$ cat config.mk
export PLATFORM = sky130hd
export DESIGN_NAME = aclme_match_rule_engine
export DESIGN_NICKNAME = d
export VERILOG_FILES = /design/src/inc/aclme_pkg.sv /design/src/hw/aclme_match_rule_engine.sv
export SDC_FILE = /design/constraint.sdc
export NUM_CORES = 1
export LEC_CHECK = 0
export BUFFER_PORTS_ARGS = -buffer_cell sky130_fd_sc_hd__buf_2
export CORE_MARGIN = 5
export CORE_UTILIZATION = 40
export DETAILED_ROUTE_END_ITERATION = 10
export HOLD_SLACK_MARGIN = 0.15
export SETUP_SLACK_MARGIN = 0.5
export SLEW_MARGIN = 20
export SYNTH_ARGS = -nofsm -noshare
export SYNTH_HDL_FRONTEND = slang
export SYNTH_SLANG_ARGS = --single-unit
$ cat constraint.sdc
create_clock -name clock -period 4.4 [get_ports clock]
set_input_delay 0.22 -clock clock [delete_from_list [all_inputs] [get_ports clock]]
set_output_delay 0.22 -clock clock [all_outputs]
set_load 0.02 [all_outputs]
$ cat src/inc/aclme_pkg.sv
// shared constants and carriers for the acl match rule engine
package aclme_pkg;

	// register byte offsets on the apb side
	localparam logic [7:0] OFS_CTRL = 8'h00;
	localparam logic [7:0] OFS_MAC_LO = 8'h04;
	localparam logic [7:0] OFS_MAC_HI = 8'h08;
	localparam logic [7:0] OFS_IP_ADDR = 8'h0c;
	localparam logic [7:0] OFS_IPV4_DONT_CARE_BITS = 8'h10;
	localparam logic [7:0] OFS_PORTS = 8'h14;
	localparam logic [7:0] OFS_FLAGS = 8'h18;
	localparam logic [7:0] OFS_ACTION = 8'h1c;
	localparam logic [7:0] OFS_INT_STATUS = 8'h20;
	localparam logic [7:0] OFS_INT_MASK = 8'h24;
	localparam logic [7:0] OFS_COUNT_STATE = 8'h28;

	// field positions in the control word
	localparam int CTRL_LAYER_LSB = 0;
	localparam int CTRL_SUB_LSB = 2;
	localparam int CTRL_SIDE_BIT = 4;
	localparam int CTRL_POL_BIT = 5;
	localparam int CTRL_RANGE_LSB = 6;
	localparam int CTRL_FLAGEN_BIT = 8;
	localparam int CTRL_PROTO_LSB = 16;

	// field positions in the action word (count mode view)
	localparam int ACT_COUNT_LSB = 0;
	localparam int ACT_TIMEBASE_BIT = 11;
	localparam int ACT_ALGO_BIT = 12;
	localparam int COUNT_W = 11;

	// reset value of every register
	localparam logic [31:0] REG_RESET = 32'h00000000;

	// layer select codes
	typedef enum logic [1:0] {
		LAYER_OFF = 2'b00,
		LAYER_L2 = 2'b01,
		LAYER_L3 = 2'b10,
		LAYER_L4 = 2'b11
	} aclme_layer_t;

	// timing: tick units and clock rate
	localparam int CLOCK_PERIOD_NS = 10;
	localparam int MICROSECOND_NS = 1000;
	localparam int MILLISECOND_US = 1000;
	localparam int CYCLES_PER_US = MICROSECOND_NS / CLOCK_PERIOD_NS;

	// header fields handed over by the ingress parser
	typedef struct packed {
		logic valid;
		logic [2:0] port;
		logic [47:0] dstMac;
		logic [47:0] srcMac;
		logic [15:0] etherType;
		logic isIpv4;
		logic [31:0] srcIp;
		logic [31:0] dstIp;
		logic [7:0] ipProto;
		logic isTcp;
		logic isUdp;
		logic [15:0] srcPort;
		logic [15:0] dstPort;
		logic [31:0] tcpSeq;
		logic [7:0] tcpFlags;
	} aclme_pkt_t;

	// verdict returned to the forwarding logic
	typedef struct packed {
		logic valid;
		logic hit;
		logic [2:0] port;
	} aclme_verdict_t;

endpackage : aclme_pkg

$ cat src/hw/aclme_match_rule_engine.sv
`timescale 1ns/1ps
// Notes on behaviour
// - layer select 00 never matches
// - layer select picks l2, l3 or l4
// - l2 sub 01 compares ethertype only
// - l2 sub 10 mac only, 11 both
// - l2 sub 00 is count mode
// - side bit: 0 destination, 1 source
// - polarity: 0 unequal true, 1 equal
// - count value from action priority fields
// - time base: 0 microsecond, 1 millisecond
// - algorithm 0: watchdog down-counter, expiry event
// - algorithm 1: packet counter, terminal event
// - l3 sub 01 masked, 10 exact
// - mask bit 1 excludes address bit
// - exact: address is source, mask destination
// - l4 sub: protocol, tcp, udp, sequence
// - protocol byte against stored value
// - range op: off, either, inside, outside
// - port bounds, joined form sequence number
// - flag enable turns flag matching on
// - flag ignore bit 1 excludes flag
// - count mode pairs match and action
// - count events reported per port
module aclme_match_rule_engine #(
	parameter int NPORTS = 6
) (
	input wire logic clock,
	input wire logic reset_n,
	input wire logic psel,
	input wire logic penable,
	input wire logic pwrite,
	input wire logic [7:0] paddr,
	input wire logic [31:0] pwdata,
	output logic [31:0] prdata,
	output logic pready,
	output logic pslverr,
	input wire aclme_pkg::aclme_pkt_t pkt,
	output aclme_pkg::aclme_verdict_t verdict,
	output logic [NPORTS-1:0] countStatus,
	output logic countIrq
);

	// configuration registers
	logic [31:0] ctrl;
	logic [31:0] macLo;
	logic [31:0] macHi;
	logic [31:0] ipAddr;
	logic [31:0] ipv4_dont_care_bits;
	logic [31:0] ports;
	logic [31:0] flags;
	logic [31:0] action;
	logic [NPORTS-1:0] intStatus;
	logic [NPORTS-1:0] intMask;

	// decoded control fields
	logic [1:0] layer_select;
	logic [1:0] sub_select;
	logic addrSide;
	logic match_polarity;
	logic [1:0] port_range_op;
	logic tcp_flag_enable;
	logic [7:0] ip_next_header_value;
	logic [47:0] ruleMac;
	logic [15:0] ruleType;
	logic [15:0] minPort;
	logic [15:0] maxPort;
	logic [7:0] ruleFlags;
	logic [7:0] tcp_flag_ignore_bits;
	logic [aclme_pkg::COUNT_W-1:0] countValue;
	logic time_base;
	logic count_algorithm;
	logic countMode;

	// bus strobes
	logic wrStrobe;
	logic rdSetup;
	logic addrKnown;

	// count engine state
	logic [aclme_pkg::COUNT_W-1:0] counter;
	logic running;
	logic [2:0] lastPort;
	logic [6:0] usPrescale;
	logic [9:0] msPrescale;
	logic usTick;
	logic unitTick;
	logic [NPORTS-1:0] eventSet;
	logic [NPORTS-1:0] statusClr;

	// match intermediates
	logic l2Hit;
	logic l3Hit;
	logic l4Hit;
	logic ruleHit;
	logic qualifying;

	assign layer_select = ctrl[aclme_pkg::CTRL_LAYER_LSB +: 2];
	assign sub_select = ctrl[aclme_pkg::CTRL_SUB_LSB +: 2];
	assign addrSide = ctrl[aclme_pkg::CTRL_SIDE_BIT];
	assign match_polarity = ctrl[aclme_pkg::CTRL_POL_BIT];
	assign port_range_op = ctrl[aclme_pkg::CTRL_RANGE_LSB +: 2];
	assign tcp_flag_enable = ctrl[aclme_pkg::CTRL_FLAGEN_BIT];
	assign ip_next_header_value = ctrl[aclme_pkg::CTRL_PROTO_LSB +: 8];
	assign ruleMac = {macHi[15:0], macLo};
	assign ruleType = macHi[31:16];
	assign minPort = ports[15:0];
	assign maxPort = ports[31:16];
	assign ruleFlags = flags[7:0];
	assign tcp_flag_ignore_bits = flags[15:8];
	// priority policy, priority, remark bits and map merge, in that order
	assign countValue = action[aclme_pkg::ACT_COUNT_LSB +: 11];
	assign time_base = action[aclme_pkg::ACT_TIMEBASE_BIT];
	assign count_algorithm = action[aclme_pkg::ACT_ALGO_BIT];
	// count mode is layer 2 with sub select 00
	assign countMode = (layer_select == aclme_pkg::LAYER_L2) &&
		(sub_select == 2'b00);

	// apb handshake: zero wait states, access phase always ready
	assign pready = psel && penable;
	assign wrStrobe = psel && penable && pwrite;
	assign rdSetup = psel && !penable && !pwrite;

	// address decode for the error path; the read path decodes paddr on its own
	always_comb
	begin
		unique case (paddr)
			aclme_pkg::OFS_CTRL, aclme_pkg::OFS_MAC_LO,
			aclme_pkg::OFS_MAC_HI, aclme_pkg::OFS_IP_ADDR,
			aclme_pkg::OFS_IPV4_DONT_CARE_BITS, aclme_pkg::OFS_PORTS,
			aclme_pkg::OFS_FLAGS, aclme_pkg::OFS_ACTION,
			aclme_pkg::OFS_INT_STATUS, aclme_pkg::OFS_INT_MASK,
			aclme_pkg::OFS_COUNT_STATE:
				addrKnown = 1'b1;
			default:
				addrKnown = 1'b0; // unmapped word
		endcase
	end

	// unmapped addresses answer with an error in the access phase
	assign pslverr = psel && penable && !addrKnown;

	// configuration writes land at the access-phase edge
	always_ff @(posedge clock)
	begin
		if (!reset_n)
		begin
			ctrl <= aclme_pkg::REG_RESET;
			macLo <= aclme_pkg::REG_RESET;
			macHi <= aclme_pkg::REG_RESET;
			ipAddr <= aclme_pkg::REG_RESET;
			ipv4_dont_care_bits <= aclme_pkg::REG_RESET;
			ports <= aclme_pkg::REG_RESET;
			flags <= aclme_pkg::REG_RESET;
			action <= aclme_pkg::REG_RESET;
			intMask <= aclme_pkg::REG_RESET[NPORTS-1:0];
		end
		else if (wrStrobe)
		begin
			unique case (paddr)
				aclme_pkg::OFS_CTRL:
					ctrl <= pwdata;
				aclme_pkg::OFS_MAC_LO:
					macLo <= pwdata;
				aclme_pkg::OFS_MAC_HI:
					macHi <= pwdata;
				aclme_pkg::OFS_IP_ADDR:
					ipAddr <= pwdata;
				aclme_pkg::OFS_IPV4_DONT_CARE_BITS:
					ipv4_dont_care_bits <= pwdata;
				aclme_pkg::OFS_PORTS:
					ports <= pwdata;
				aclme_pkg::OFS_FLAGS:
					flags <= pwdata;
				aclme_pkg::OFS_ACTION:
					action <= pwdata;
				aclme_pkg::OFS_INT_MASK:
					intMask <= pwdata[NPORTS-1:0];
				default:
				begin
					// status is write-one-to-clear, others ignore writes
				end
			endcase
		end
	end

	// read data captured in the setup phase so prdata comes from a flop
	always_ff @(posedge clock)
	begin
		if (!reset_n)
			prdata <= aclme_pkg::REG_RESET;
		else if (rdSetup)
		begin
			unique case (paddr)
				aclme_pkg::OFS_CTRL:
					prdata <= ctrl;
				aclme_pkg::OFS_MAC_LO:
					prdata <= macLo;
				aclme_pkg::OFS_MAC_HI:
					prdata <= macHi;
				aclme_pkg::OFS_IP_ADDR:
					prdata <= ipAddr;
				aclme_pkg::OFS_IPV4_DONT_CARE_BITS:
					prdata <= ipv4_dont_care_bits;
				aclme_pkg::OFS_PORTS:
					prdata <= ports;
				aclme_pkg::OFS_FLAGS:
					prdata <= flags;
				aclme_pkg::OFS_ACTION:
					prdata <= action;
				aclme_pkg::OFS_INT_STATUS:
					prdata <= 32'(intStatus);
				aclme_pkg::OFS_INT_MASK:
					prdata <= 32'(intMask);
				aclme_pkg::OFS_COUNT_STATE:
					prdata <= {8'h00, 5'h00, lastPort, 4'h0,
						running, counter};
				default:
					prdata <= 32'h00000000; // unmapped reads as zero
			endcase
		end
	end

	// layer 2 compare: mac, ethertype or both
	always_comb
	begin
		logic [47:0] mac;
		logic macEq;
		logic typeEq;
		logic eq;
		eq = 1'b0; // settled by the sub select below
		mac = addrSide ? pkt.srcMac : pkt.dstMac;
		macEq = (mac == ruleMac);
		typeEq = (pkt.etherType == ruleType);
		unique case (sub_select)
			2'b01:
				eq = typeEq;
			2'b10:
				eq = macEq;
			default:
				eq = macEq && typeEq; // 11 and count mode
		endcase
		l2Hit = match_polarity ? eq : !eq;
	end

	// layer 3 compare: masked single address or exact pair
	always_comb
	begin
		logic [31:0] ip;
		logic eq;
		logic legal;
		ip = addrSide ? pkt.srcIp : pkt.dstIp;
		eq = 1'b0;
		legal = 1'b0;
		unique case (sub_select)
			2'b01:
			begin
				// mask bit set means do not compare
				eq = ((ip ^ ipAddr) & ~ipv4_dont_care_bits) == 32'h0;
				legal = 1'b1;
			end
			2'b10:
			begin
				// mask word doubles as the expected destination
				eq = (pkt.srcIp == ipAddr) &&
					(pkt.dstIp == ipv4_dont_care_bits);
				legal = 1'b1;
			end
			default:
			begin
				// reserved codes never match, whatever the polarity
				eq = 1'b0;
				legal = 1'b0;
			end
		endcase
		l3Hit = legal && pkt.isIpv4 &&
			(match_polarity ? eq : !eq);
	end

	// layer 4 compare: protocol, ports, sequence, tcp flags
	always_comb
	begin
		logic [15:0] port;
		logic portOk;
		logic flagOk;
		logic eq;
		logic present;
		// defaults first, so no path can leave a latch behind
		portOk = 1'b0;
		eq = 1'b0;
		present = 1'b0;
		port = addrSide ? pkt.srcPort : pkt.dstPort;
		unique case (port_range_op)
			2'b00:
				portOk = 1'b1; // port test off, other terms decide
			2'b01:
				portOk = (port == maxPort) || (port == minPort);
			2'b10:
				portOk = (port >= minPort) && (port <= maxPort);
			2'b11:
				portOk = (port < minPort) || (port > maxPort);
		endcase
		flagOk = !tcp_flag_enable ||
			(((pkt.tcpFlags ^ ruleFlags) & ~tcp_flag_ignore_bits) ==
			8'h00);
		unique case (sub_select)
			2'b00:
			begin
				eq = (pkt.ipProto == ip_next_header_value);
				present = pkt.isIpv4;
			end
			2'b01:
			begin
				eq = portOk && flagOk;
				present = pkt.isIpv4 && pkt.isTcp;
			end
			2'b10:
			begin
				// udp carries no flags, so only the port test applies
				eq = portOk;
				present = pkt.isIpv4 && pkt.isUdp;
			end
			2'b11:
			begin
				// max bound is the upper half of the sequence number
				eq = (pkt.tcpSeq == {maxPort, minPort}) && flagOk;
				present = pkt.isIpv4 && pkt.isTcp;
			end
		endcase
		l4Hit = present && (match_polarity ? eq : !eq);
	end

	// layer select chooses which compare drives the verdict
	always_comb
	begin
		unique case (aclme_pkg::aclme_layer_t'(layer_select))
			aclme_pkg::LAYER_OFF:
				ruleHit = 1'b0;
			aclme_pkg::LAYER_L2:
				ruleHit = l2Hit;
			aclme_pkg::LAYER_L3:
				ruleHit = l3Hit;
			aclme_pkg::LAYER_L4:
				ruleHit = l4Hit;
		endcase
	end

	// a packet that feeds the count engine
	assign qualifying = pkt.valid && countMode && l2Hit;

	// verdict one cycle after the header, count mode never forwards
	always_ff @(posedge clock)
	begin
		if (!reset_n)
			verdict <= '0;
		else
		begin
			verdict.valid <= pkt.valid;
			verdict.hit <= pkt.valid && ruleHit && !countMode;
			verdict.port <= pkt.port;
		end
	end

	// microsecond prescaler, restarted by a reload so periods are whole
	always_ff @(posedge clock)
	begin
		if (!reset_n)
			usPrescale <= '0;
		else if (qualifying || usTick)
			usPrescale <= '0;
		else
			usPrescale <= usPrescale + 7'h01;
	end
	assign usTick = (usPrescale == 7'(aclme_pkg::CYCLES_PER_US - 1));

	// millisecond prescaler counts microsecond ticks
	always_ff @(posedge clock)
	begin
		if (!reset_n)
			msPrescale <= '0;
		else if (qualifying)
			msPrescale <= '0;
		else if (usTick)
		begin
			if (msPrescale == 10'(aclme_pkg::MILLISECOND_US - 1))
				msPrescale <= '0;
			else
				msPrescale <= msPrescale + 10'h001;
		end
	end

	// time base picks the unit the watchdog counts in
	assign unitTick = usTick && (!time_base ||
		(msPrescale == 10'(aclme_pkg::MILLISECOND_US - 1)));

	// count engine: watchdog or packet counter on the action entry
	always_ff @(posedge clock)
	begin
		if (!reset_n)
		begin
			counter <= '0;
			running <= 1'b0;
			lastPort <= 3'h0;
			eventSet <= '0;
		end
		else
		begin
			eventSet <= '0;
			if (!countMode)
			begin
				// leaving count mode drops any armed watchdog
				counter <= '0;
				running <= 1'b0;
			end
			else if (!count_algorithm)
			begin
				// match and action of the same entry act together
				if (qualifying)
				begin
					counter <= countValue;
					running <= 1'b1;
					lastPort <= pkt.port;
				end
				else if (running && unitTick)
				begin
					if (counter <= 11'h001)
					begin
						counter <= '0;
						running <= 1'b0;
						eventSet[lastPort] <= 1'b1;
					end
					else
						counter <= counter - 11'h001;
				end
			end
			else
			begin
				// time base plays no part in the packet counter
				running <= 1'b0;
				if (qualifying)
				begin
					lastPort <= pkt.port;
					if (counter + 11'h001 >= countValue)
					begin
						counter <= '0;
						eventSet[pkt.port] <= 1'b1;
					end
					else
						counter <= counter + 11'h001;
				end
			end
		end
	end

	// write-one-to-clear request against the status word
	assign statusClr = (wrStrobe && paddr == aclme_pkg::OFS_INT_STATUS) ?
		pwdata[NPORTS-1:0] : '0;

	// per-port sticky status, a new event beats a clear in one cycle
	always_ff @(posedge clock)
	begin
		if (!reset_n)
			intStatus <= '0;
		else
			intStatus <= (intStatus & ~statusClr) | eventSet;
	end

	// per-port status and the masked summary request
	assign countStatus = intStatus;
	always_ff @(posedge clock)
	begin
		if (!reset_n)
			countIrq <= 1'b0;
		else
			countIrq <= |(((intStatus & ~statusClr) | eventSet) &
				intMask);
	end

endmodule : aclme_match_rule_engine

==> reports/results.tsv, run 1 <==
metric	value	unit
ys_seq_area_share	34.4	%
first_iter_violations	2195	
drt-total-wl	91500	um
synthArstFlopShare	0	%
netlist_area	0.0200	mm2
worst_pin_slew	0.962	ns
die_h	234	um
grt_setup_unrepaired	no	
drv_cap	0	
period_needed	3.83	ns
clock_latency	0.58	ns
path_max_fanout	10	
leakagePower	8.28	nW
port_buffers	353	
crit_chain	buf_4 > mux2i_1 > xnor2_1 > nor4_1 > nand4_1 > or4_1 > and2_0 > nor2_4 > buf_4 > nand4_1 > a221oi_1	
hpwl	69800	um
final_layout_size_suffix_gt1_share	18.3	%
fin_nets	3131	
drc	0	
grt_antenna_before_repair	1	
cts_buffers	40	
wire_per_inst	26.3	um
die-width	234	um
drv_slew	0	
synth-main-ff-cell	dfxtp_1	
relSlewSlack	35.9	%
cts_tree	done	
syn-num-nets	2832	
dr.pass1.iters	6	
whs	0.221	ns
grt_max_degree	135	
crit_path_max_incr_delay	0.61	ns
routabilityCongestion	0.965	
cts_buffer_depth	3	
die-area	0.0546	mm2
core-area	0.0499	mm2
grt_pass1_wl	130000	um
grt_util_all_layers	32.0	%
synth-seq-cells	344	
cts_sinks	344	
initial_core_util	40.2	%
status	completed	
crit_required	4.87	ns
synth_cell_types	64	
hold_viol	0	
setup_viol	0	
crit_path_start_kind	flop	
ir_drop	247	uV
powerDensity	299	mW/mm2
endpoint_kind	flop	
cts-root-buf	clkbuf_16	
pin_count	354	
clkTransAtPathRegs	0.06	ns
max_freq	0.261	GHz
rows	82	
area_delta_synth_final	19.7	%
syn_area_per_cell	8.11	um2
cp_slowest_cell	nor4_1	
grt-ovfl-total	0	
yosys_warnings	0	
cp_data_arrival_time	4.30	ns
cts_htree_levels	2	
post-route-period-util	87.1	%
hold_path.class	in2reg	
vias	20100	
avgViaCountPerCell	5.80	
skew	0.0245	ns
syn_inst	2471	
finalSetupTns	0	ns
grt_pass1_vias	19200	
crit_type	reg2reg	
synth_edf_count	0	
ant_nets	0	
Yosys cell counts, types with 4 or more instances:
master	number	area, um2
dfxtp_1	344	6890
xnor2_1	149	1310
nor4_1	34	213
xor2_1	83	727
a41oi_1	16	140
a22o_1	13	114
mux2_2	16	180
or4_1	8	60.1
a31oi_1	25	156
inv_1	69	259
clkbuf_1	144	541
and2_0	6	37.5
o21a_1	7	52.6
buf_2	9	45.0
o21ai_0	23	115
a311oi_1	4	35.0
o22ai_1	27	169
nand3_1	38	190
nor2b_1	38	238
a211oi_1	4	30.0
a21boi_0	265	1990
ha_1	53	663
and2_1	12	75.1
buf_4	30	225
nor3_1	38	190
nand2_1	573	2150
or3_1	7	43.8
a22oi_1	105	788
and3_1	9	56.3
o211ai_1	7	52.6
a222oi_1	10	100
nand2b_1	6	37.5
nand4_1	35	219
nor2_1	44	165
mux2i_1	82	821
a21o_1	16	120
and4_1	7	61.3
a21oi_1	58	290
a221oi_1	15	131
sequential cells by signal, summed over array words and instances, names as in the netlist, 6 cells and up:
signal,flops
ctrl,32
msPrescale,10
macHi,32
action,32
macLo,32
ipAddr,32
eventSet,6
ipv4_dont_care_bits,32
countStatus,6
counter,11
ports,32
intMask,6
usPrescale,7
flags,32
prdata,32
final cells by class:
| cell class | count | area [um2] |
|---|---|---|
| clock inverters | 17 | 200 |
| flip-flops and latches | 344 | 6890 |
| clock buffers | 56 | 1140 |
| inverters | 70 | 263 |
| multi-input cells | 1868 | 12100 |
| well taps | 672 | 841 |
| repair buffers | 446 | 2580 |
| diodes | 1 | 2.50 |
| fillers | 4932 | 25900 |
logic make-up after synthesis:
family | Yosys count | synth area share [%]
XOR/XNOR | 232 | 10.1
buffers and inverters | 259 | 5.59
adder cells (fa/ha/maj) | 53 | 3.31
AND/OR/NAND/NOR | 870 | 19.3
multiplexers | 98 | 5.00
flip-flops | 344 | 34.4
AO/OA/AOI/OAI | 615 | 22.3
where the power goes:
| part | leakage, nW | switching [W] | internal, W |
|---|---|---|---|
| clock network | 0.663 | 0.00143 | 0.00200 |
| registers | 2.77 | 0.00000688 | 0.00312 |
| logic | 4.84 | 0.000332 | 0.000272 |
| total | 8.28 | 0.00177 | 0.00539 |
through the flow:
stage	power [W]	setup WS, ns	cells	util [%]	area [um2]
2_1_floorplan	0.00348	0.650	2471	-	20000
5_1_grt	0.00736	0.545	3473	48.1	24000
3_3_place_gp	0.00377	0.648	3353	44.5	22200
6_report	0.00717	0.569	3474	48.1	24000
4_1_cts	0.00720	0.583	3463	47.9	23900
3_5_place_dp	0.00377	0.568	3353	44.5	22200
cells in the final DEF, fill, tap and decap left out, types with 40 or more instances in the layout:
cell       instances
xnor2_1          149
a21oi_1           58
nand2_1          572
mux2i_1           82
xor2_1            83
ha_1              53
clkbuf_16         40
inv_1             69
a22oi_1          105
buf_2            352
dfxtp_1          343
buf_4             54
a21boi_0         265
layer usage:
layer	up-vias	routed length, um	GRT usage [%]	share of wire [%]
met5	-	12	0	0.013
met2	1045	41600	51.4	45
li1	9209	-	-	-
met4	2	4760	14.6	5.2
met3	192	7370	4.95	8.1
met1	9701	37700	42.7	41
worst paths after layout:
path,startpoint,end,slack (ns),depth (start not counted)
worst max-delay path,ctrl[4],eventSet[4],0.57,11
worst min-delay path,pkt[146],verdict[3],0.22,4
worst max register to register,ctrl[4],eventSet[4],0.57,11
worst min register to register,ctrl[15],ctrl[15],0.47,2
timing repair:
action | CTS | global route
setup endpoints to repair | 0 | 22
hold endpoints to repair | 287 | 0
hold buffers | 37 | 0
resized for setup | 0 | 1
setup buffers | 0 | 10
worst max-delay path, delay by kind of cell (launching register included):
kind | cells | cell delay (ns)
xor+xnor | 1 | 0.12
simple gates | 6 | 2.22
mux | 1 | 0.31
buf+inv | 2 | 0.33
flops | 1 | 0.46
compound gates | 1 | 0.30
(Power assumes the default switching activity.)
==> run 2: changes to the inputs <==
==> constraint.sdc (replaced) <==
create_clock -name clock -period 4.8 [get_ports clock]
set_input_delay 0.24 -clock clock [delete_from_list [all_inputs] [get_ports clock]]
set_output_delay 0.24 -clock clock [all_outputs]
set_load 0.02 [all_outputs]
==> run 2 against run 1 <==
Net effect: maximum frequency fell by 8.0%; worst hold slack got worse by 0.0095 ns; total power fell by 8.2%; sequential power fell by 8.3%; clock-buffer cell count fell by 2; non-clock buffer count fell by 15; final cell count fell by 0.55%; routed wire length rose by 0.34%; critical path depth fell by 1; first-iteration DRC count rose by 12%; largest cell class unchanged; largest power group unchanged.
==> reports/results.tsv, run 2 (synthesized netlist as in run 1, its figures left out) <==
metric	value	unit	change
cts_sinks	344		unchanged
first_iter_violations	2466		+12%
rrSetupSlack	0.63	ns	+0.07 ns
drc	0		unchanged
powerDensity	276	mW/mm2	-7.6%
initial_core_util	40.2	%	unchanged
max_freq	0.240	GHz	-8.0%
hold_path.class	in2reg		
seqCellArea	0.00689	mm2	unchanged
ctsResizeCount	0		unchanged
cts_buffer_depth	3		unchanged
cts-root-buf	clkbuf_16		
grt_antenna_before_repair	0		-1
grt_setup_unrepaired	no		
whs_endpoint	lastPort[0]		
worst_pin_slew	0.991	ns	+0.0289 ns
hold_path.startpoint	reset_n		
clock_latency	0.59	ns	about the same
core-area	0.0499	mm2	unchanged
avgViaCountPerCell	5.79		-0.19%
die_h	234	um	unchanged
area_delta_synth_final	19.0	%	
grt_pass1_wl	130000	um	-0.15%
crit_type	reg2reg		
crit_path_max_incr_delay	0.65	ns	+0.04 ns
ant_nets	0		unchanged
layout.cells.most_common	nand2_1		
whs	0.212	ns	-0.00952 ns
r2r-start	ctrl[4]		
cp_data_arrival_time	4.66	ns	+0.36 ns
cp_top_family	simple AND/OR/NAND/NOR gates		
grt_util_all_layers	32.1	%	+0.064 points
crit_required	5.29	ns	+0.42 ns
finalNonFillerCells	3455		-0.55%
wire_per_inst	26.6	um	+0.89%
hold_buffers	36		-2.7%
reg2reg_depth	10		-1
clkTransAtPathRegs	0.06	ns	about the same
crit_chain	buf_12 > mux2i_1 > xnor2_1 > nor4_1 > nand4_1 > or4_1 > and2_0 > nor2_4 > nand2_2 > nor3_1		
status	completed		
relSlewSlack	33.9	%	-2.0 points
cts_buffers	40		unchanged
drt-total-wl	91800	um	+0.34%
total_power	0.00658	W	-8.2%
multi_input_area	0.0121	mm2	about the same
setup_viol	0		unchanged
cts_htree_levels	2		unchanged
cts_tree	done		
leakagePower	8.20	nW	-0.97%
fin_nets	3116		-0.48%
die-area	0.0546	mm2	unchanged
final_layout_size_suffix_gt1_share	17.8	%	-0.53 points
grt-ovfl-total	0		unchanged
post-route-period-util	86.8	%	-0.28 points
dp_cells	3349		-0.12%
hold_viol	0		unchanged
ir_drop	256	uV	+3.6%
finalSetupTns	0	ns	unchanged
vias	20000		-0.74%
setup_slack	0.634	ns	+0.0653 ns
endpoint_kind	flop		
period_needed	4.17	ns	+0.335 ns
r2r-end	usPrescale[6]		
crit_path_start_kind	flop		
pin_count	354		unchanged
rows	82		unchanged
skew	0.0228	ns	-0.00177 ns
cp_num_buf_inv	1		-1
diodes	0		-1
cts_setup_buffers	0		unchanged
grt_pass1_vias	18900		-1.7%
hold_depth	2		-2
pre_cts_slack	0.815	ns	+0.247 ns
grt_max_degree	120		-11%
dr.pass1.iters	9		+3
routabilityCongestion	0.981		+1.7%
cp_slowest_cell	dfxtp_4		
die-width	234	um	unchanged
port_buffers	353		unchanged
drv_cap	0		unchanged
path_max_fanout	43		+33
hpwl	70000	um	+0.31%
final_cell_mix	573 x nand2_1, 352 x buf_2, 343 x dfxtp_1		
fill_cells	4918		-0.28%
drv_slew	0		unchanged
==> run 2: cell types whose count changed in the layout (fill, tap and decap cells not counted), moves of 2 or more <==
| cell | before | now |
|---|---|---|
| buf_4 | 54 | 41 |
| clkbuf_8 | 8 | 6 |
| clkinv_2 | 9 | 7 |
| clkinv_8 | 3 | 1 |
==> run 2: routing by layer <==
metal / vias to the layer above / track usage (%) / routed length, um
met3: 191 / 4.04 / 7010
li1: 9163 / - / -
met5: - / 0 / 0
met1: 9639 / 42.6 / 37700
met2: 1007 / 52.9 / 42700
met4: 0 / 13.7 / 4430
==> run 2: final cells by class <==
class / count / area share [%]
inverter: 70 / 1.10
clock inverter: 16 / 0.908
timing repair buffer: 431 / 10.3
multi-input combinational: 1868 / 50.6
sequential: 344 / 28.9
clock buffer: 54 / 4.67
tap: 672 / 3.53
==> run 2: per-stage QoR <==
stage | cell area, um2 | utilization, %
finish | 23800 | 47.8
floorplan | 20000 | -
global placement | 22200 | 44.4
global route | 23800 | 47.8
CTS | 23800 | 47.8
detailed placement | 22200 | 44.4
==> run 2: worst max-delay path by stage <==
stage	startpoint	endpoint	slack, ns	depth (start not counted)
6_report	ctrl[4]	usPrescale[6]	0.63	10
5_1_grt	ctrl[4]	usPrescale[6]	0.57	10
3_5_place_dp	ctrl[4]	usPrescale[6]	0.82	10
4_1_cts	ctrl[4]	usPrescale[6]	0.78	10
3_3_place_gp	ctrl[4]	usPrescale[1]	0.95	10
2_1_floorplan	ctrl[4]	verdict[3]	0.78	16
==> run 2: power breakdown <==
part	leakage (nW)	internal, W	switching (W)
registers	2.77	0.00286	0.00000676
logic	4.77	0.000248	0.000305
clock network	0.655	0.00185	0.00131
total	8.20	0.00496	0.00162
